$ cat src/wdcs_consts.svh
// Offsets, field positions and timing counts of the watchdog sequencer
`ifndef WDCS_CONSTS_SVH
`define WDCS_CONSTS_SVH

`define WDCS_ADR_CONTROL    8'h00
`define WDCS_ADR_RESTART    8'h04
`define WDCS_ADR_STATUS     8'h08

`define WDCS_PRESCALE_MSB   2
`define WDCS_PRESCALE_LSB   0
`define WDCS_ON_BIT         3
`define WDCS_UNLOCK_BIT     4

`define WDCS_RESTART_BIT    0

`define WDCS_ST_LEVEL_LSB   0
`define WDCS_ST_LEVEL_MSB   1
`define WDCS_ST_WINDOW_BIT  2
`define WDCS_ST_RUN_BIT     3

`define WDCS_PRESCALE_RST   3'h0
`define WDCS_BASE_CYCLES    16384
`define WDCS_WINDOW_CYCLES  3'h4

`endif

$ cat src/wdcs_pkg.sv
// Types shared by the watchdog configuration sequencer
package wdcs_pkg;

   typedef enum logic [1:0] {
      WDCS_LEVEL_0,
      WDCS_LEVEL_1,
      WDCS_LEVEL_2
   } wdcs_level_t;

   typedef struct packed {
      logic        cyc;
      logic        stb;
      logic        we;
      logic [7:0]  adr;
      logic [3:0]  sel;
      logic [31:0] dat;
   } wdcs_wb_req_t;

   typedef struct packed {
      logic        ack;
      logic [31:0] dat;
   } wdcs_wb_rsp_t;

endpackage

$ cat src/wdcs_timeout.sv
// Time-out counter on the system clock, advanced by watchdog oscillator ticks
`timescale 1ns/100ps
`include "wdcs_consts.svh"
module wdcs_timeout #(
   parameter int BASE_CYCLES = `WDCS_BASE_CYCLES,
   parameter int CNT_W       = 22
) (
   input  wire logic       clk,
   input  wire logic       srst,
   input  wire logic       osc_tick,
   input  wire logic       run,
   input  wire logic       clear,
   input  wire logic [2:0] prescale,
   output logic            expire
);

   logic [CNT_W-1:0] count_reg;
   logic [CNT_W-1:0] limit;

   // Each code step doubles the count
   assign limit = CNT_W'(BASE_CYCLES) << prescale;

   always_ff @(posedge clk) begin
      if (srst || !run || clear) begin
         count_reg <= '0;
      end else if (osc_tick) begin
         if (count_reg >= limit - CNT_W'(1)) begin
            count_reg <= '0;
         end else begin
            count_reg <= count_reg + CNT_W'(1);
         end
      end
   end

   always_ff @(posedge clk) begin
      if (srst || !run || clear) begin
         expire <= 1'b0;
      end else begin
         // Single-cycle pulse on the tick that reaches the limit
         expire <= osc_tick && (count_reg >= limit - CNT_W'(1));
      end
   end

endmodule

$ cat src/wdcs_top.sv
// Watchdog configuration sequencer with Wishbone control registers
`timescale 1ns/100ps
`include "wdcs_consts.svh"

// Notes on behaviour
// - Three-bit prescale selects 16,384 to 2,097,152 oscillator cycles.
// - Level 0: prescale changes with a plain write.
// - Level 0: starts disabled; writing one to enable starts it.
// - Level 0: disabling needs the unlock write first.
// - Level 1: starts disabled; enabling needs no unlock.
// - Level 1: prescale change or disable only inside the window.
// - Level 1: second write within four cycles applies enable and prescale.
// - Level 2: watchdog always runs, enable reads one.
// - Level 2: second write sets prescale; enable value ignored.
// - Unlock bit clears by itself four cycles after set.
// - Safety level comes from compatibility and force-on fuses.
// - Expiry gives a one-cycle system reset pulse.
// - Counter clears on restart, disable and chip reset.
module wdcs_top
   import wdcs_pkg::*;
#(
   parameter int BASE_CYCLES = `WDCS_BASE_CYCLES,
   parameter int CNT_W       = 22
) (
   input  wire logic          clk,
   input  wire logic          srst,
   input  wire wdcs_wb_req_t  wb_req,
   output wdcs_wb_rsp_t       wb_rsp,
   input  wire logic          osc_tick,
   input  wire logic          legacy_compat_fuse,
   input  wire logic          force_on_fuse,
   output logic               wdt_reset,
   output logic               wdt_running
);

   wdcs_level_t level_reg;
   logic        on_reg;
   logic [2:0]  prescale_reg;
   logic [2:0]  window_reg;
   logic        restart_reg;
   logic        expire;

   logic        wr_req;
   logic        wr_ctrl;
   logic        wr_byte0;
   logic [7:0]  wr_data;
   logic        wr_on;
   logic        wr_unlock;
   logic [2:0]  wr_prescale;
   logic        window_open;
   logic        unlock_write;
   logic        on_next;
   logic [2:0]  prescale_next;
   logic [7:0]  ctrl_view;
   logic [7:0]  status_view;
   logic [31:0] rd_data;

   // Access is taken on the edge where the ack is raised
   assign wr_req   = wb_req.cyc && wb_req.stb && !wb_rsp.ack;
   assign wr_byte0 = wr_req && wb_req.we && wb_req.sel[0];
   assign wr_ctrl  = wr_byte0 && (wb_req.adr == `WDCS_ADR_CONTROL);
   assign wr_data  = wb_req.dat[7:0];

   assign wr_on       = wr_data[`WDCS_ON_BIT];
   assign wr_unlock   = wr_data[`WDCS_UNLOCK_BIT];
   assign wr_prescale = wr_data[`WDCS_PRESCALE_MSB:`WDCS_PRESCALE_LSB];

   assign window_open  = (window_reg != 3'h0);
   assign unlock_write = wr_ctrl && wr_unlock && wr_on;

   // Fuses are sampled while reset is held
   always_ff @(posedge clk) begin
      if (srst) begin
         if (force_on_fuse) begin
            level_reg <= WDCS_LEVEL_2;
         end else if (legacy_compat_fuse) begin
            level_reg <= WDCS_LEVEL_0;
         end else begin
            level_reg <= WDCS_LEVEL_1;
         end
      end
   end

   // Unlock window: any control write closes it, the opener restarts it
   always_ff @(posedge clk) begin
      if (srst) begin
         window_reg <= 3'h0;
      end else if (unlock_write) begin
         window_reg <= `WDCS_WINDOW_CYCLES;
      end else if (wr_ctrl) begin
         window_reg <= 3'h0;
      end else if (window_open) begin
         window_reg <= window_reg - 3'h1;
      end
   end

   always_comb begin
      on_next       = on_reg;
      prescale_next = prescale_reg;
      if (wr_ctrl) begin
         case (level_reg)
            WDCS_LEVEL_0: begin
               prescale_next = wr_prescale;
               if (wr_on) begin
                  on_next = 1'b1;
               end else if (window_open && !wr_unlock) begin
                  on_next = 1'b0;
               end
            end
            WDCS_LEVEL_1: begin
               if (window_open && !wr_unlock) begin
                  on_next       = wr_on;
                  prescale_next = wr_prescale;
               end else if (wr_on) begin
                  on_next = 1'b1;
               end
               // Late second write keeps prescale; only a set enable bit takes effect
            end
            WDCS_LEVEL_2: begin
               if (window_open && !wr_unlock) begin
                  prescale_next = wr_prescale;
               end
            end
            default: begin
               on_next       = on_reg;
               prescale_next = prescale_reg;
            end
         endcase
      end
   end

   always_ff @(posedge clk) begin
      if (srst) begin
         // Initial state follows the force-on fuse directly, level not yet latched
         on_reg <= force_on_fuse ? 1'b1 : 1'b0;
      end else if (level_reg == WDCS_LEVEL_2) begin
         on_reg <= 1'b1;
      end else begin
         on_reg <= on_next;
      end
   end

   always_ff @(posedge clk) begin
      if (srst) begin
         prescale_reg <= `WDCS_PRESCALE_RST;
      end else begin
         prescale_reg <= prescale_next;
      end
   end

   // Restart command stands in for the restart instruction
   always_ff @(posedge clk) begin
      if (srst) begin
         restart_reg <= 1'b0;
      end else begin
         restart_reg <= wr_byte0 && (wb_req.adr == `WDCS_ADR_RESTART)
                        && wb_req.dat[`WDCS_RESTART_BIT];
      end
   end

   wdcs_timeout #(
      .BASE_CYCLES (BASE_CYCLES),
      .CNT_W       (CNT_W)
   ) u_timeout (
      .clk      (clk),
      .srst     (srst),
      .osc_tick (osc_tick),
      .run      (on_reg),
      .clear    (restart_reg),
      .prescale (prescale_reg),
      .expire   (expire)
   );

   always_ff @(posedge clk) begin
      if (srst) begin
         wdt_reset <= 1'b0;
      end else begin
         wdt_reset <= expire;
      end
   end

   always_ff @(posedge clk) begin
      if (srst) begin
         wdt_running <= 1'b0;
      end else begin
         wdt_running <= on_reg;
      end
   end

   // Reserved bits 7..5 read zero; unlock bit reads the open window
   always_comb begin
      ctrl_view = 8'h00;
      ctrl_view[`WDCS_PRESCALE_MSB:`WDCS_PRESCALE_LSB] = prescale_reg;
      ctrl_view[`WDCS_ON_BIT]     = on_reg;
      ctrl_view[`WDCS_UNLOCK_BIT] = window_open;
   end

   always_comb begin
      status_view = 8'h00;
      status_view[`WDCS_ST_LEVEL_MSB:`WDCS_ST_LEVEL_LSB] = level_reg;
      status_view[`WDCS_ST_WINDOW_BIT] = window_open;
      status_view[`WDCS_ST_RUN_BIT]    = on_reg;
   end

   always_comb begin
      case (wb_req.adr)
         `WDCS_ADR_CONTROL: rd_data = {24'h00_0000, ctrl_view};
         `WDCS_ADR_STATUS:  rd_data = {24'h00_0000, status_view};
         default:           rd_data = 32'h0000_0000;
      endcase
   end

   // Every address answers in one cycle; unmapped reads return zero
   always_ff @(posedge clk) begin
      if (srst) begin
         wb_rsp.ack <= 1'b0;
         wb_rsp.dat <= 32'h0000_0000;
      end else begin
         wb_rsp.ack <= wr_req;
         wb_rsp.dat <= (wr_req && !wb_req.we) ? rd_data : 32'h0000_0000;
      end
   end

endmodule

$ cat config.mk
export PLATFORM = sky130hd
export DESIGN_NAME = wdcs_top
export DESIGN_NICKNAME = d
export VERILOG_FILES = /design/src/wdcs_pkg.sv /design/src/wdcs_timeout.sv /design/src/wdcs_top.sv
export VERILOG_INCLUDE_DIRS = /design/src
export SDC_FILE = /design/constraint.sdc
export NUM_CORES = 1
export LEC_CHECK = 0
export BUFFER_PORTS_ARGS = -buffer_cell sky130_fd_sc_hd__buf_2
export CORE_UTILIZATION = 42
export DETAILED_ROUTE_END_ITERATION = 7
export GPL_TIMING_DRIVEN = 1
export PLACE_DENSITY = 0.75
export SLEW_MARGIN = 20
export SYNTH_ARGS = -nofsm -noshare
export SYNTH_HDL_FRONTEND = slang
export SYNTH_SLANG_ARGS = --single-unit
$ cat constraint.sdc
create_clock -name clk -period 3.6 [get_ports clk]
set_input_delay 0.36 -clock clk [delete_from_list [all_inputs] [get_ports clk]]
set_output_delay 0.36 -clock clk [all_outputs]
set_load 0.05 [all_outputs]
==> results of run 1 <==
## metal layers
| layer | track usage | share of wire | vias up |
|---|---|---|---|
| met1 | 0.178 | 0.48 | 763 |
| met5 | 0 | 0 | - |
| met2 | 0.235 | 0.46 | 33 |
| li1 | - | - | 887 |
| met3 | 0.0369 | 0.037 | 7 |
| met4 | 0.0615 | 0.016 | 0 |
## worst max path at each step
stage	cells after the start	from	slack (ns)	endpoint
2_1_floorplan	9	prescale_reg[2]$_SDFFE_PP0P_	1.72	u_timeout.count_reg[11]$_SDFFE_PP0P_
3_3_place_gp	7	prescale_reg[2]$_SDFFE_PP0P_	1.59	u_timeout.count_reg[9]$_SDFFE_PP0P_
3_5_place_dp	7	prescale_reg[2]$_SDFFE_PP0P_	1.53	u_timeout.count_reg[5]$_SDFFE_PP0P_
4_1_cts	7	prescale_reg[2]$_SDFFE_PP0P_	1.51	u_timeout.count_reg[16]$_SDFFE_PP0P_
5_1_grt	7	prescale_reg[2]$_SDFFE_PP0P_	1.32	u_timeout.count_reg[15]$_SDFFE_PP0P_
6_report	7	prescale_reg[2]$_SDFFE_PP0P_	1.53	u_timeout.count_reg[16]$_SDFFE_PP0P_
## stage by stage
stage	instance area, um2	worst slack (ns)	std cells	utilization	hold WS, ns
global route	2550	1.32	361	0.486	0.259
finish	2550	1.53	361	0.486	0.273
global placement	2430	1.59	353	0.465	0.430
detailed placement	2430	1.53	353	0.465	0.432
CTS	2550	1.51	361	0.486	0.270
floorplan	2450	1.72	288	-	0.414
## cell usage after synthesis, types with 2 or more instances
library cell	number	area [um2]
nand3_1	7	35.0
nor3_1	10	50.1
edfxtp_1	3	90.1
buf_6	2	22.5
xnor2_1	8	70.1
and4_1	2	17.5
clkbuf_1	5	18.8
nand4_1	5	31.3
nor2_2	2	12.5
nand2b_1	2	12.5
o21ai_0	6	30.0
dfxtp_1	38	761
and3_1	3	18.8
inv_1	8	30.0
nor2b_1	5	31.3
nand3b_1	2	15.0
xor2_1	12	105
nand4_2	2	25.0
nor2_1	36	135
nand2_1	23	86.3
mux2i_1	6	60.1
nor4_1	3	18.8
conb_1	2	7.51
ha_1	14	175
buf_4	27	203
a21oi_1	9	45.0
nor4_4	2	42.5
and2_1	2	12.5
nand4_4	2	42.5
## power by group through the flow
stage	sequential [W]	combinational, W	clock (W)
2_1_floorplan	0.000502	0.000203	0
3_3_place_gp	0.000499	0.000209	0
3_5_place_dp	0.000500	0.000214	0
4_1_cts	0.000489	0.000215	0.000372
5_1_grt	0.000491	0.000239	0.000400
6_report	0.000489	0.000215	0.000366
## worst register-to-register path, cell delays in order, from the launching register on
cell and delay, ns:
dfxtp_1 0.48, nand3_1 0.13, ha_1 0.31, and4_1 0.24
and2_1 0.17, a22oi_2 0.20, nand3_2 0.30, nor2_1 0.18
## kinds of logic (layout without fill, tap and decap cells)
| kind of cell | count (synthesis) | in the layout | share of synthesized area |
|---|---|---|---|
| and+or+nand+nor | 115 | 115 | 0.286 |
| buffers and inverters | 42 | 45 | 0.117 |
| DFF | 41 | 41 | 0.362 |
| AOI/OAI and AO/OA | 22 | 22 | 0.0570 |
| xor gates and xnor gates | 20 | 20 | 0.0746 |
| adders and majority gates | 14 | 14 | 0.0746 |
| muxes | 6 | 6 | 0.0256 |
| other | 2 | 28 | 0.00320 |
## final cells by class
| class | instances | area share |
|---|---|---|
| multi-input cells | 205 | 0.519 |
| inverters | 8 | 0.0118 |
| repair buffers | 29 | 0.0570 |
| clock buffers | 6 | 0.0285 |
| flip-flops and latches | 41 | 0.334 |
| well taps | 70 | 0.0344 |
| clock inverters | 2 | 0.0152 |
## placed cells by master (no fill, tap or decap), drive strengths merged, types with 2 or more instances in the layout
cell    instances
a21oi           9
and2            2
and3            3
and4            2
buf            29
clkbuf          6
conb           28
dfxtp          38
edfxtp          3
ha             14
inv             8
mux2i           6
nand2          23
nand2b          2
nand3           8
nand3b          3
nand4           9
nor2           38
nor2b           5
nor3           11
nor4            6
o21ai           6
xnor2           8
xor2           12
==> results.md, run 1 <==
- Startpoint Class: register
- Max-slew violation count: 0
- TritonCTS buffer count: 5
- PostCTS Resize Cnt: 0
- H-tree depth: 2
- R2r endpoint: u_timeout.count_reg[16]$_SDFFE_PP0P_
- Multi-input gate area: 0.00132 mm2
- R2R setup slack: between 1.5 and 2 ns
- CP max FO: 13
- Largest net degree at the start of global routing: 17
- Routed Antenna Nets: 0
- DR DRC count: 0
- Fill cell total of the finished layout: 508
- Max FFs per register: 22
- Die H: 76.8 um
- Vias in the first global route: approximately 1.5k
- Flop and latch count out of synthesis: 41
- Hold Path Depth: 1
- Setup Total Neg Slack: 0 ns
- Aggregate routed wire length: 3.83 mm
- Static leakage: between 1 and 1.5 nW
- Clock tree buffer depth: 2
- Worst Hold Path EP: level_reg[1]$_SDFFCE_PP1P_
- Switching share of power: 0.299
- Vias per cell: about 4.7
- CTS tree: yes
- Post-synth EDFFs: 3
- Crit-path leading delay family: simple AND/OR/NAND/NOR gates
- Mapped Area: 0.00235 mm2
- Starting Density: 0.448
- Post-synthesis cell type count: 43
- Fin crit share: 0.575
- Share of layout cells above drive strength 1: 0.175
- Post-CTS Hold Buffers: 0
- FP Rows: 26
- First-pass GRT wire length: 6.76 mm
- Status: finished, final reports clean
- Psw: around 0.00032 W
- Hold WC Path Type: primary input to register
- Gate power share: 0.201
- Number of nets in the layout: ~360
- Area delta synth->final: 8.42%
- Reg2reg start: prescale_reg[2]$_SDFFE_PP0P_
- Global-route usage over all layers: 0.144
- Slew of the pin with the lowest slew margin: 0.553 ns
- Main synth FF type: dfxtp_1
- Core Area: between 0.005 and 0.006 mm2
- CP bufs+invs: 0
- DRT iter0 DRCs: 68
- Slew margin rel.: 0.631
- HP Start: force_on_fuse
- Worst-Skew Late Latency: slightly below 0.3 ns
- RSZ-0062 raised after global routing: false
- Root Buffer: clkbuf_8
- Layout Skew: 0.0110 ns
- Clock transition at path regs: 0.08 ns
- Gate Count Post-Synth: 262
- Endpoints failing hold: 0
- Register Area: ~850 um2
- Tot Pwr: 0.00107 W
- Die Wd: between 70 and 80 um
- Kind of critical path: register to register
- Seq/Total Area, Yosys: 0.362
- CP arrival: 2.29 ns
- Max Cap Viol: 0
- Routed vias: 1690
- DR pass1 iterations: 4
- Power density over the cells: between 400 and 500 mW/mm2
- CP peak stage delay: about 0.48 ns
- Crit end category: register
- Yosys Warn Count: 0
- Power share of the sequential group: 0.457
- VDD IR-drop max: 254 uV
- Critical Path RT: 3.82 ns
- CP cell instances: nand3_1 > ha_1 > and4_1 > and2_1 > a22oi_2 > nand3_2 > nor2_1
- Sinks on Clock Net: 41
- Die ar.: 0.00589 mm2
- Internal cell power: 0.000750 W
- Drt wl/cell: 10.6 um
- Initial antenna violation count: 0
- N_diodes: 0
- Clock Power Share: 0.342
- Io pins: 87
- Syn avg cell area: about 9.0 um2
- Post-layout min period: 2.07 ns
- Setup bufs post-CTS: 0
- Hpwl dp: 2.95 mm
- Crit-path slowest cell: dfxtp_1
- Final Setup Violations: 0
- Share of flip-flops with an asynchronous set or reset: 0
- Reg2Reg Depth: 7
- IO Port Bufs: 29
- Fmax: between 400 and 500 MHz
- Grt total ovfl: 0
- GPL Wtd Cong: between 0.8 and 0.9
Note: power is estimated with default switching activity, not from simulation.
==> run 2: changes to the inputs <==
--- a/config.mk
+++ b/config.mk
@@ -6,11 +6,12 @@
 export SDC_FILE = /design/constraint.sdc
 export NUM_CORES = 1
 export LEC_CHECK = 0
+export ABC_AREA = 1
 export BUFFER_PORTS_ARGS = -buffer_cell sky130_fd_sc_hd__buf_2
 export CORE_UTILIZATION = 42
 export DETAILED_ROUTE_END_ITERATION = 7
 export GPL_TIMING_DRIVEN = 1
-export PLACE_DENSITY = 0.75
+export PLACE_DENSITY = 0.74
 export SLEW_MARGIN = 20
 export SYNTH_ARGS = -nofsm -noshare
 export SYNTH_HDL_FRONTEND = slang
==> constraint.sdc (replaced) <==
create_clock -name clk -period 2.1 [get_ports clk]
set_input_delay 0.21 -clock clk [delete_from_list [all_inputs] [get_ports clk]]
set_output_delay 0.21 -clock clk [all_outputs]
set_load 0.05 [all_outputs]
==> results.md, run 2 <==
- Setup Total Neg Slack: 0 ns (unchanged)
- Core Area: 0.00557 mm2 (was 0.00524 mm2)
- Global-route usage over all layers: 0.157 (was 0.144)
- Area leader, netlist: dfxtp_1 (unchanged)
- Crit-path slowest cell: dfxtp_1 (unchanged)
- CTS tree: yes (unchanged)
- Most instantiated cells after synthesis: 81 x nand2_1, 60 x nor2_1, 45 x inv_1 (was 38 x dfxtp_1, 36 x nor2_1, 27 x buf_4)
- Die Wd: 78.4 um (was 76.8 um)
- Largest family of logic cells by synthesized area: simple AND/OR/NAND/NOR gates (unchanged)
- Mapped Area: 0.00245 mm2 (was 0.00235 mm2)
- H-tree depth: 2 (unchanged)
- CP max FO: 22 (was 13)
- First-pass GRT wire length: 7.76 mm (was 6.76 mm)
- Number of nets in the layout: 448 (was 356)
- Startpoint Class: register (unchanged)
- Tot Pwr: 0.00173 W (was 0.00107 W)
- DR pass1 iterations: 4 (unchanged)
- Clock tree buffer depth: 2 (unchanged)
- Starting Density: 0.439 (was 0.448)
- Grt total ovfl: 0 (unchanged)
- DRT iter0 DRCs: 94 (was 68)
- Hold WC Path Type: primary input to register (unchanged)
- Synth top area cells: dfxtp_1 31%, nand2_1 12%, nor2_1 9.2%, buf_4 8.3%, ha_1 7.2% (was dfxtp_1 32%, buf_4 8.6%, ha_1 7.5%, nor2_1 5.8%, xor2_1 4.5%)
- Die ar.: 0.00614 mm2 (was 0.00589 mm2)
- TritonCTS buffer count: 5 (unchanged)
- Post-CTS Hold Buffers: 0 (unchanged)
- Yosys Warn Count: 0 (unchanged)
- Share of the synthesized area in the top cell type: 0.311 (was 0.324)
- Syn avg cell area: 7.00 um2 (was 8.96 um2)
- Flop and latch count out of synthesis: 41 (unchanged)
- Max FFs per register: 22 (unchanged)
- Max Cap Viol: 0 (unchanged)
- Worst hold margin: 0.128 ns (was 0.273 ns)
- Hpwl dp: 3.34 mm (was 2.95 mm)
- Main synth FF type: dfxtp_1 (unchanged)
- Post-synthesis cell type count: 29 (was 43)
- Routed vias: 2045 (was 1690)
- CP cell instances: inv_1 > ha_1 > nand2_1 > nor2_1 > nand2_1 > nor2_1 > nand2_1 > nand2_1 > nand2_1 > nand2_1 > buf_12 > nor2_1 (was nand3_1 > ha_1 > and4_1 > and2_1 > a22oi_2 > nand3_2 > nor2_1)
- Worst-Skew Late Latency: 0.29 ns (about the same)
- Power density over the cells: 654 mW/mm2 (was 420 mW/mm2)
- Share of flip-flops with an asynchronous set or reset: 0 (unchanged)
- IO Port Bufs: 29 (unchanged)
- Aggregate routed wire length: 4.22 mm (was 3.83 mm)
- RSZ-0062 raised after global routing: false (unchanged)
- FP Rows: 27 (was 26)
- Sinks on Clock Net: 41 (unchanged)
- PostCTS Resize Cnt: 0 (unchanged)
- DR DRC count: 0 (unchanged)
- Root Buffer: clkbuf_8 (unchanged)
- Post-synthesis xor/xnor area fraction: 0.0322 (was 0.0746)
- Post-layout min period: 1.83 ns (was 2.07 ns)
- Share of layout cells above drive strength 1: 0.120 (was 0.175)
- CP arrival: 2.01 ns (was 2.29 ns)
- VDD IR-drop max: 523 uV (was 254 uV)
- Status: finished, final reports clean (unchanged)
- Post-synth EDFFs: 3 (unchanged)
- Drt wl/cell: 9.28 um (was 10.6 um)
- Endpoints failing hold: 0 (unchanged)
- Gate Count Post-Synth: 350 (was 262)
- Fmax: 547 MHz (was 483 MHz)
- Initial antenna violation count: 0 (unchanged)
- Commonest non-fill, non-tap cell in the layout: nand2_1 (was dfxtp_1)
- Area delta synth->final: 8.12% (was 8.42%)
- Max-slew violation count: 0 (unchanged)
- Setup bufs post-CTS: 0 (unchanged)
- CP dominant cell by count: nand2_1
- Critical Path RT: 2.28 ns (was 3.82 ns)
- Fin crit share: 0.871 (was 0.575)
- Die H: 78.4 um (was 76.8 um)
- CP peak stage delay: 0.43 ns (was 0.48 ns)
- Static leakage: 1.23 nW (was 1.15 nW)
- Most frequent cell after synthesis: nand2_1 (was dfxtp_1)
- Io pins: 87 (unchanged)
- Multiplexer share of the synthesized area: 0.00409 (was 0.0256)
- Crit end category: register (unchanged)
- Largest net degree at the start of global routing: 23 (was 17)
- Clock transition at path regs: 0.08 ns (about the same)
- Most frequent cells in the layout: 81 x nand2_1, 60 x nor2_1, 45 x inv_1 (was 38 x dfxtp_1, 36 x nor2_1, 29 x buf_2)
- GPL Wtd Cong: 0.843 (was 0.835)
- Kind of critical path: register to register (unchanged)
- Vias per cell: 4.49 (was 4.68)
- Fill cell total of the finished layout: 553 (was 508)
- Layout Skew: 0.00828 ns (was 0.0110 ns)
- Routed Antenna Nets: 0 (unchanged)
- Vias in the first global route: 1929 (was 1545)
- Simple-gate portion of the synthesized area: 0.327 (was 0.286)
- Final Setup Violations: 0 (unchanged)
- N_diodes: 0 (unchanged)
- Fraction of the mapped netlist area in adder cells: 0.0715 (was 0.0746)
- Compound-Gate Fraction of Synth Area: 0.0475 (was 0.0570)
- Seq/Total Area, Yosys: 0.347 (was 0.362)
-- run 2: cell types whose count changed after synthesis, moves of 4 or more --
cell	previous run	this run
nand3_1	7	18
xor2_1	12	6
inv_1	8	45
nand2_1	23	81
xnor2_1	8	3
nor2_1	36	60
nor3_1	10	6
nor2b_1	5	0
clkbuf_1	5	1
mux2i_1	6	1
-- run 2: cell type report --
type	instances	area, um2	share of cell area
clock inverter	3	17.5	0.00662
sequential	41	851	0.321
timing repair buffer	30	165	0.0624
tap	72	90.1	0.0340
clock buffer	5	68.8	0.0260
inverter	45	169	0.0638
multi-input combinational	259	1290	0.486
-- run 2: per-stage QoR --
stage / cells / setup WS, ns / area (um2) / utilization
final: 455 / 0.272 / 2650 / 0.475
after CTS: 455 / 0.251 / 2650 / 0.475
after global routing: 455 / 0.0551 / 2650 / 0.475
after floorplan: 376 / 0.456 / 2550 / -
after global placement: 447 / 0.298 / 2560 / 0.459
after detailed placement: 447 / 0.258 / 2560 / 0.459
-- run 2: cells by family after synthesis --
family	count (synthesis)
simple gates	185
buf+inv	76
flops	41
compound gates	22
fa+ha+maj	14
xor+xnor	9
other cells	2
mux	1
-- run 2: path summary, 6_finish.rpt --
check                                             startpoint                                    to  slack [ns]  cells after the start
worst max register to register  prescale_reg[2]$_SDFFE_PP0P_  u_timeout.count_reg[16]$_SDFFE_PP0P_        0.27                     12
worst min register to register   u_timeout.expire$_SDFF_PP0_                  wdt_reset$_SDFF_PP0_        0.41                      2
worst min-delay path                           force_on_fuse            level_reg[1]$_SDFFCE_PP1P_        0.13                      1
worst max-delay path            prescale_reg[2]$_SDFFE_PP0P_  u_timeout.count_reg[16]$_SDFFE_PP0P_        0.27                     12
-- run 2: metal layers --
layer  vias to the layer above  global-route usage  part of all wire
met5                         -                   0                 0
met4                         0              0.0463             0.014
met3                         4              0.0349             0.036
met2                        45               0.291              0.47
met1                       895               0.178              0.48
li1                       1101                   -                 -
-- run 2: power breakdown --
group | total (W) | internal, W | switching (W) | leakage [nW]
logic | 0.000380 | 0.000110 | 0.000270 | 0.853
clock network | 0.000503 | 0.000230 | 0.000273 | 0.0455
registers | 0.000847 | 0.000826 | 0.0000209 | 0.336
total | 0.00173 | 0.00117 | 0.000564 | 1.23
-- run 2: critical path, delay by kind of cell, from the launching register on --
kind | cells | cell delay [ns]
simple gates | 9 | 0.70
buf+inv | 2 | 0.28
fa+ha+maj | 1 | 0.31
flops | 1 | 0.43
==> run 3: changes to the inputs <==
--- a/config.mk
+++ b/config.mk
@@ -8,10 +8,10 @@
 export LEC_CHECK = 0
 export ABC_AREA = 1
 export BUFFER_PORTS_ARGS = -buffer_cell sky130_fd_sc_hd__buf_2
-export CORE_UTILIZATION = 42
+export CORE_UTILIZATION = 50
 export DETAILED_ROUTE_END_ITERATION = 7
-export GPL_TIMING_DRIVEN = 1
-export PLACE_DENSITY = 0.74
+export GPL_TIMING_DRIVEN = 0
+export PLACE_DENSITY = 0.85
 export SLEW_MARGIN = 20
 export SYNTH_ARGS = -nofsm -noshare
 export SYNTH_HDL_FRONTEND = slang
==> results.md, run 3 (synthesized netlist as in run 2, its figures left out) <==
- Status: finished, final reports clean (unchanged)
- HP Start: force_on_fuse (unchanged)
- Busiest grt layer: met2 (unchanged)
- Crit-path leading delay family: simple AND/OR/NAND/NOR gates (unchanged)
- Switching share of power: 0.312 (was 0.326)
- Crit end category: register (unchanged)
- Setup bufs post-CTS: 0 (unchanged)
- Hpwl dp: 3.72 mm (was 3.34 mm)
- Vias per cell: 4.62 (was 4.49)
- Crit-path slowest cell: dfxtp_1 (unchanged)
- Fill cell total of the finished layout: 410 (was 553)
- R2R setup slack: 0.20 ns (was 0.27 ns)
- First-pass GRT wire length: 8.29 mm (was 7.76 mm)
- DR pass1 iterations: 4 (unchanged)
- Area delta synth->final: 17.8% (was 8.12%)
- Starting Density: 0.518 (was 0.439)
- Core Area: 0.00472 mm2 (was 0.00557 mm2)
- Cell Count, Final, Fillers Out: 479 (was 455)
- Max-slew violation count: 0 (unchanged)
- Static leakage: 1.40 nW (was 1.23 nW)
- Aggregate routed wire length: 4.77 mm (was 4.22 mm)
- Gate power share: 0.232 (was 0.220)
- CP arrival: 2.09 ns (was 2.01 ns)
- Die Wd: 72.0 um (was 78.4 um)
- Io pins: 87 (unchanged)
- Register Area: 853 um2 (was 851 um2)
- RSZ-0062 raised after global routing: false (unchanged)
- Critical Path RT: 2.29 ns (was 2.28 ns)
- Pre-CTS setup slack: 0.163 ns (was 0.258 ns)
- Max FFs per register: 22 (unchanged)
- Worst-Skew Late Latency: 0.29 ns (about the same)
- CP peak stage delay: 0.40 ns (was 0.43 ns)
- Max Cap Viol: 0 (unchanged)
- Psw: 0.000604 W (was 0.000564 W)
- DR DRC count: 0 (unchanged)
- Multi-input gate area: 0.00129 mm2 (unchanged)
- Global-route usage over all layers: 0.202 (was 0.157)
- Die ar.: 0.00518 mm2 (was 0.00614 mm2)
- Tot Pwr: 0.00193 W (was 0.00173 W)
- N_diodes: 0 (unchanged)
- Number of nets in the layout: 477 (was 448)
- Fmax: 526 MHz (was 547 MHz)
- Clock transition at path regs: 0.08 ns (about the same)
- IO Port Bufs: 28 (was 29)
- CP cell instances: nand3_1 > ha_1 > nand2_1 > nor2_1 > nand2_1 > nor2_1 > nand2_1 > nand2_1 > nand2_1 > nand2_1 > buf_6 > nor2_1 (was inv_1 > ha_1 > nand2_1 > nor2_1 > nand2_1 > nor2_1 > nand2_1 > nand2_1 > nand2_1 > nand2_1 > buf_12 > nor2_1)
- CP dominant cell by count: nand2_1 (unchanged)
- Crit. Startpoint: prescale_reg[0]$_SDFFE_PP0P_ (was prescale_reg[2]$_SDFFE_PP0P_)
- Clock tree buffer depth: 2 (unchanged)
- H-tree depth: 2 (unchanged)
- Internal cell power: 0.00133 W (was 0.00117 W)
- Grt total ovfl: 0 (unchanged)
- Power density over the cells: 671 mW/mm2 (was 654 mW/mm2)
- CTS tree: yes (unchanged)
- Vias in the first global route: 2061 (was 1929)
- GR Layer Usage met3: 0.0431 (was 0.0349)
- Commonest non-fill, non-tap cell in the layout: nand2_1 (unchanged)
- Layout Skew: 0.00388 ns (was 0.00828 ns)
- Reg2reg start: prescale_reg[0]$_SDFFE_PP0P_ (was prescale_reg[2]$_SDFFE_PP0P_)
- Endpoints failing hold: 0 (unchanged)
- Setup Total Neg Slack: 0 ns (unchanged)
- FP Rows: 25 (was 27)
- Routed Antenna Nets: 0 (unchanged)
- Hold WC Path Type: primary input to register (unchanged)
- Routed vias: 2214 (was 2045)
- Post-CTS Hold Buffers: 0 (unchanged)
- Startpoint Class: register (unchanged)
- CP bufs+invs: 1 (was 2)
- GR Layer Usage met1: 0.228 (was 0.178)
- Most frequent cells in the layout: 81 x nand2_1, 60 x nor2_1, 45 x inv_1 (unchanged)
- Fin crit share: 0.905 (was 0.871)
- Root Buffer: clkbuf_8 (unchanged)
- Die H: 72.0 um (was 78.4 um)
- DRT iter0 DRCs: 127 (was 94)
- Placed Cells incl. Taps: 471 (was 447)
- VDD IR-drop max: 630 uV (was 523 uV)
- CP max FO: 10 (was 22)
- Sinks on Clock Net: 41 (unchanged)
- Initial antenna violation count: 0 (unchanged)
- Final Setup Violations: 0 (unchanged)
- TritonCTS buffer count: 5 (unchanged)
- Post-layout min period: 1.90 ns (was 1.83 ns)
- Share of layout cells above drive strength 1: 0.184 (was 0.120)
- Clock Power Share: 0.331 (was 0.291)
- Kind of critical path: register to register (unchanged)
- Largest net degree at the start of global routing: 14 (was 23)
- Final Worst Setup Slack: 0.199 ns (was 0.272 ns)
- Power share of the sequential group: 0.438 (was 0.490)
- GPL Wtd Cong: 0.874 (was 0.843)
- M2 GR Usage: 0.370 (was 0.291)
- Drt wl/cell: 9.95 um (was 9.28 um)
## run 3: worst reg2reg max path, delay by kind of cell (launching register included)
family	cells	cell delay, ns
AND/OR/NAND/NOR	10	0.93
flip-flops	1	0.40
adder cells (fa/ha/maj)	1	0.28
buffers and inverters	1	0.17
## run 3: timing repair
action / in CTS / in global routing
hold endpoints to repair: 0 / 0
setup endpoints to repair: 0 / 20
gates resized for setup: 0 / 2
## run 3: routing by layer
layer | vias to the layer above | routed length (um)
met3 | 11 | 218
li1 | 1164 | -
met4 | 0 | 108
met1 | 973 | 2010
met5 | - | 0
met2 | 66 | 2430
## run 3: final timing paths
path	endpoint	cells past startpoint
max	u_timeout.count_reg[16]$_SDFFE_PP0P_	12
min	level_reg[1]$_SDFFCE_PP1P_	1
max reg2reg	u_timeout.count_reg[16]$_SDFFE_PP0P_	12
min reg2reg	wdt_reset$_SDFF_PP0_	2
## run 3: area by class of cell
cell class	count	share of cell area
Buffer	31	0.0833
Clock buffer	6	0.0252
Clock inverter	2	0.0134
Inverter	45	0.0586
Multi-Input combinational cell	259	0.446
Sequential cell	41	0.296
Tap cell	67	0.0291
Timing Repair Buffer	28	0.0486
## run 3: through the flow
stage                     instance area [um2]  utilization  hold slack, ns
final                                    2880        0.611           0.133
after global routing                     2880        0.611           0.117
after floorplan                          2550            -           0.309
after CTS                                2880        0.610           0.121
after global placement                   2770        0.586           0.391
after detailed placement                 2770        0.586           0.411
## run 3: power groups by stage
stage / logic, W / registers, W / clock network (W)
2_1_floorplan: 0.000354 / 0.000869 / 0
3_3_place_gp: 0.000415 / 0.000863 / 0
3_5_place_dp: 0.000442 / 0.000865 / 0
4_1_cts: 0.000443 / 0.000847 / 0.000642
5_1_grt: 0.000498 / 0.000852 / 0.000678
6_report: 0.000448 / 0.000847 / 0.000640
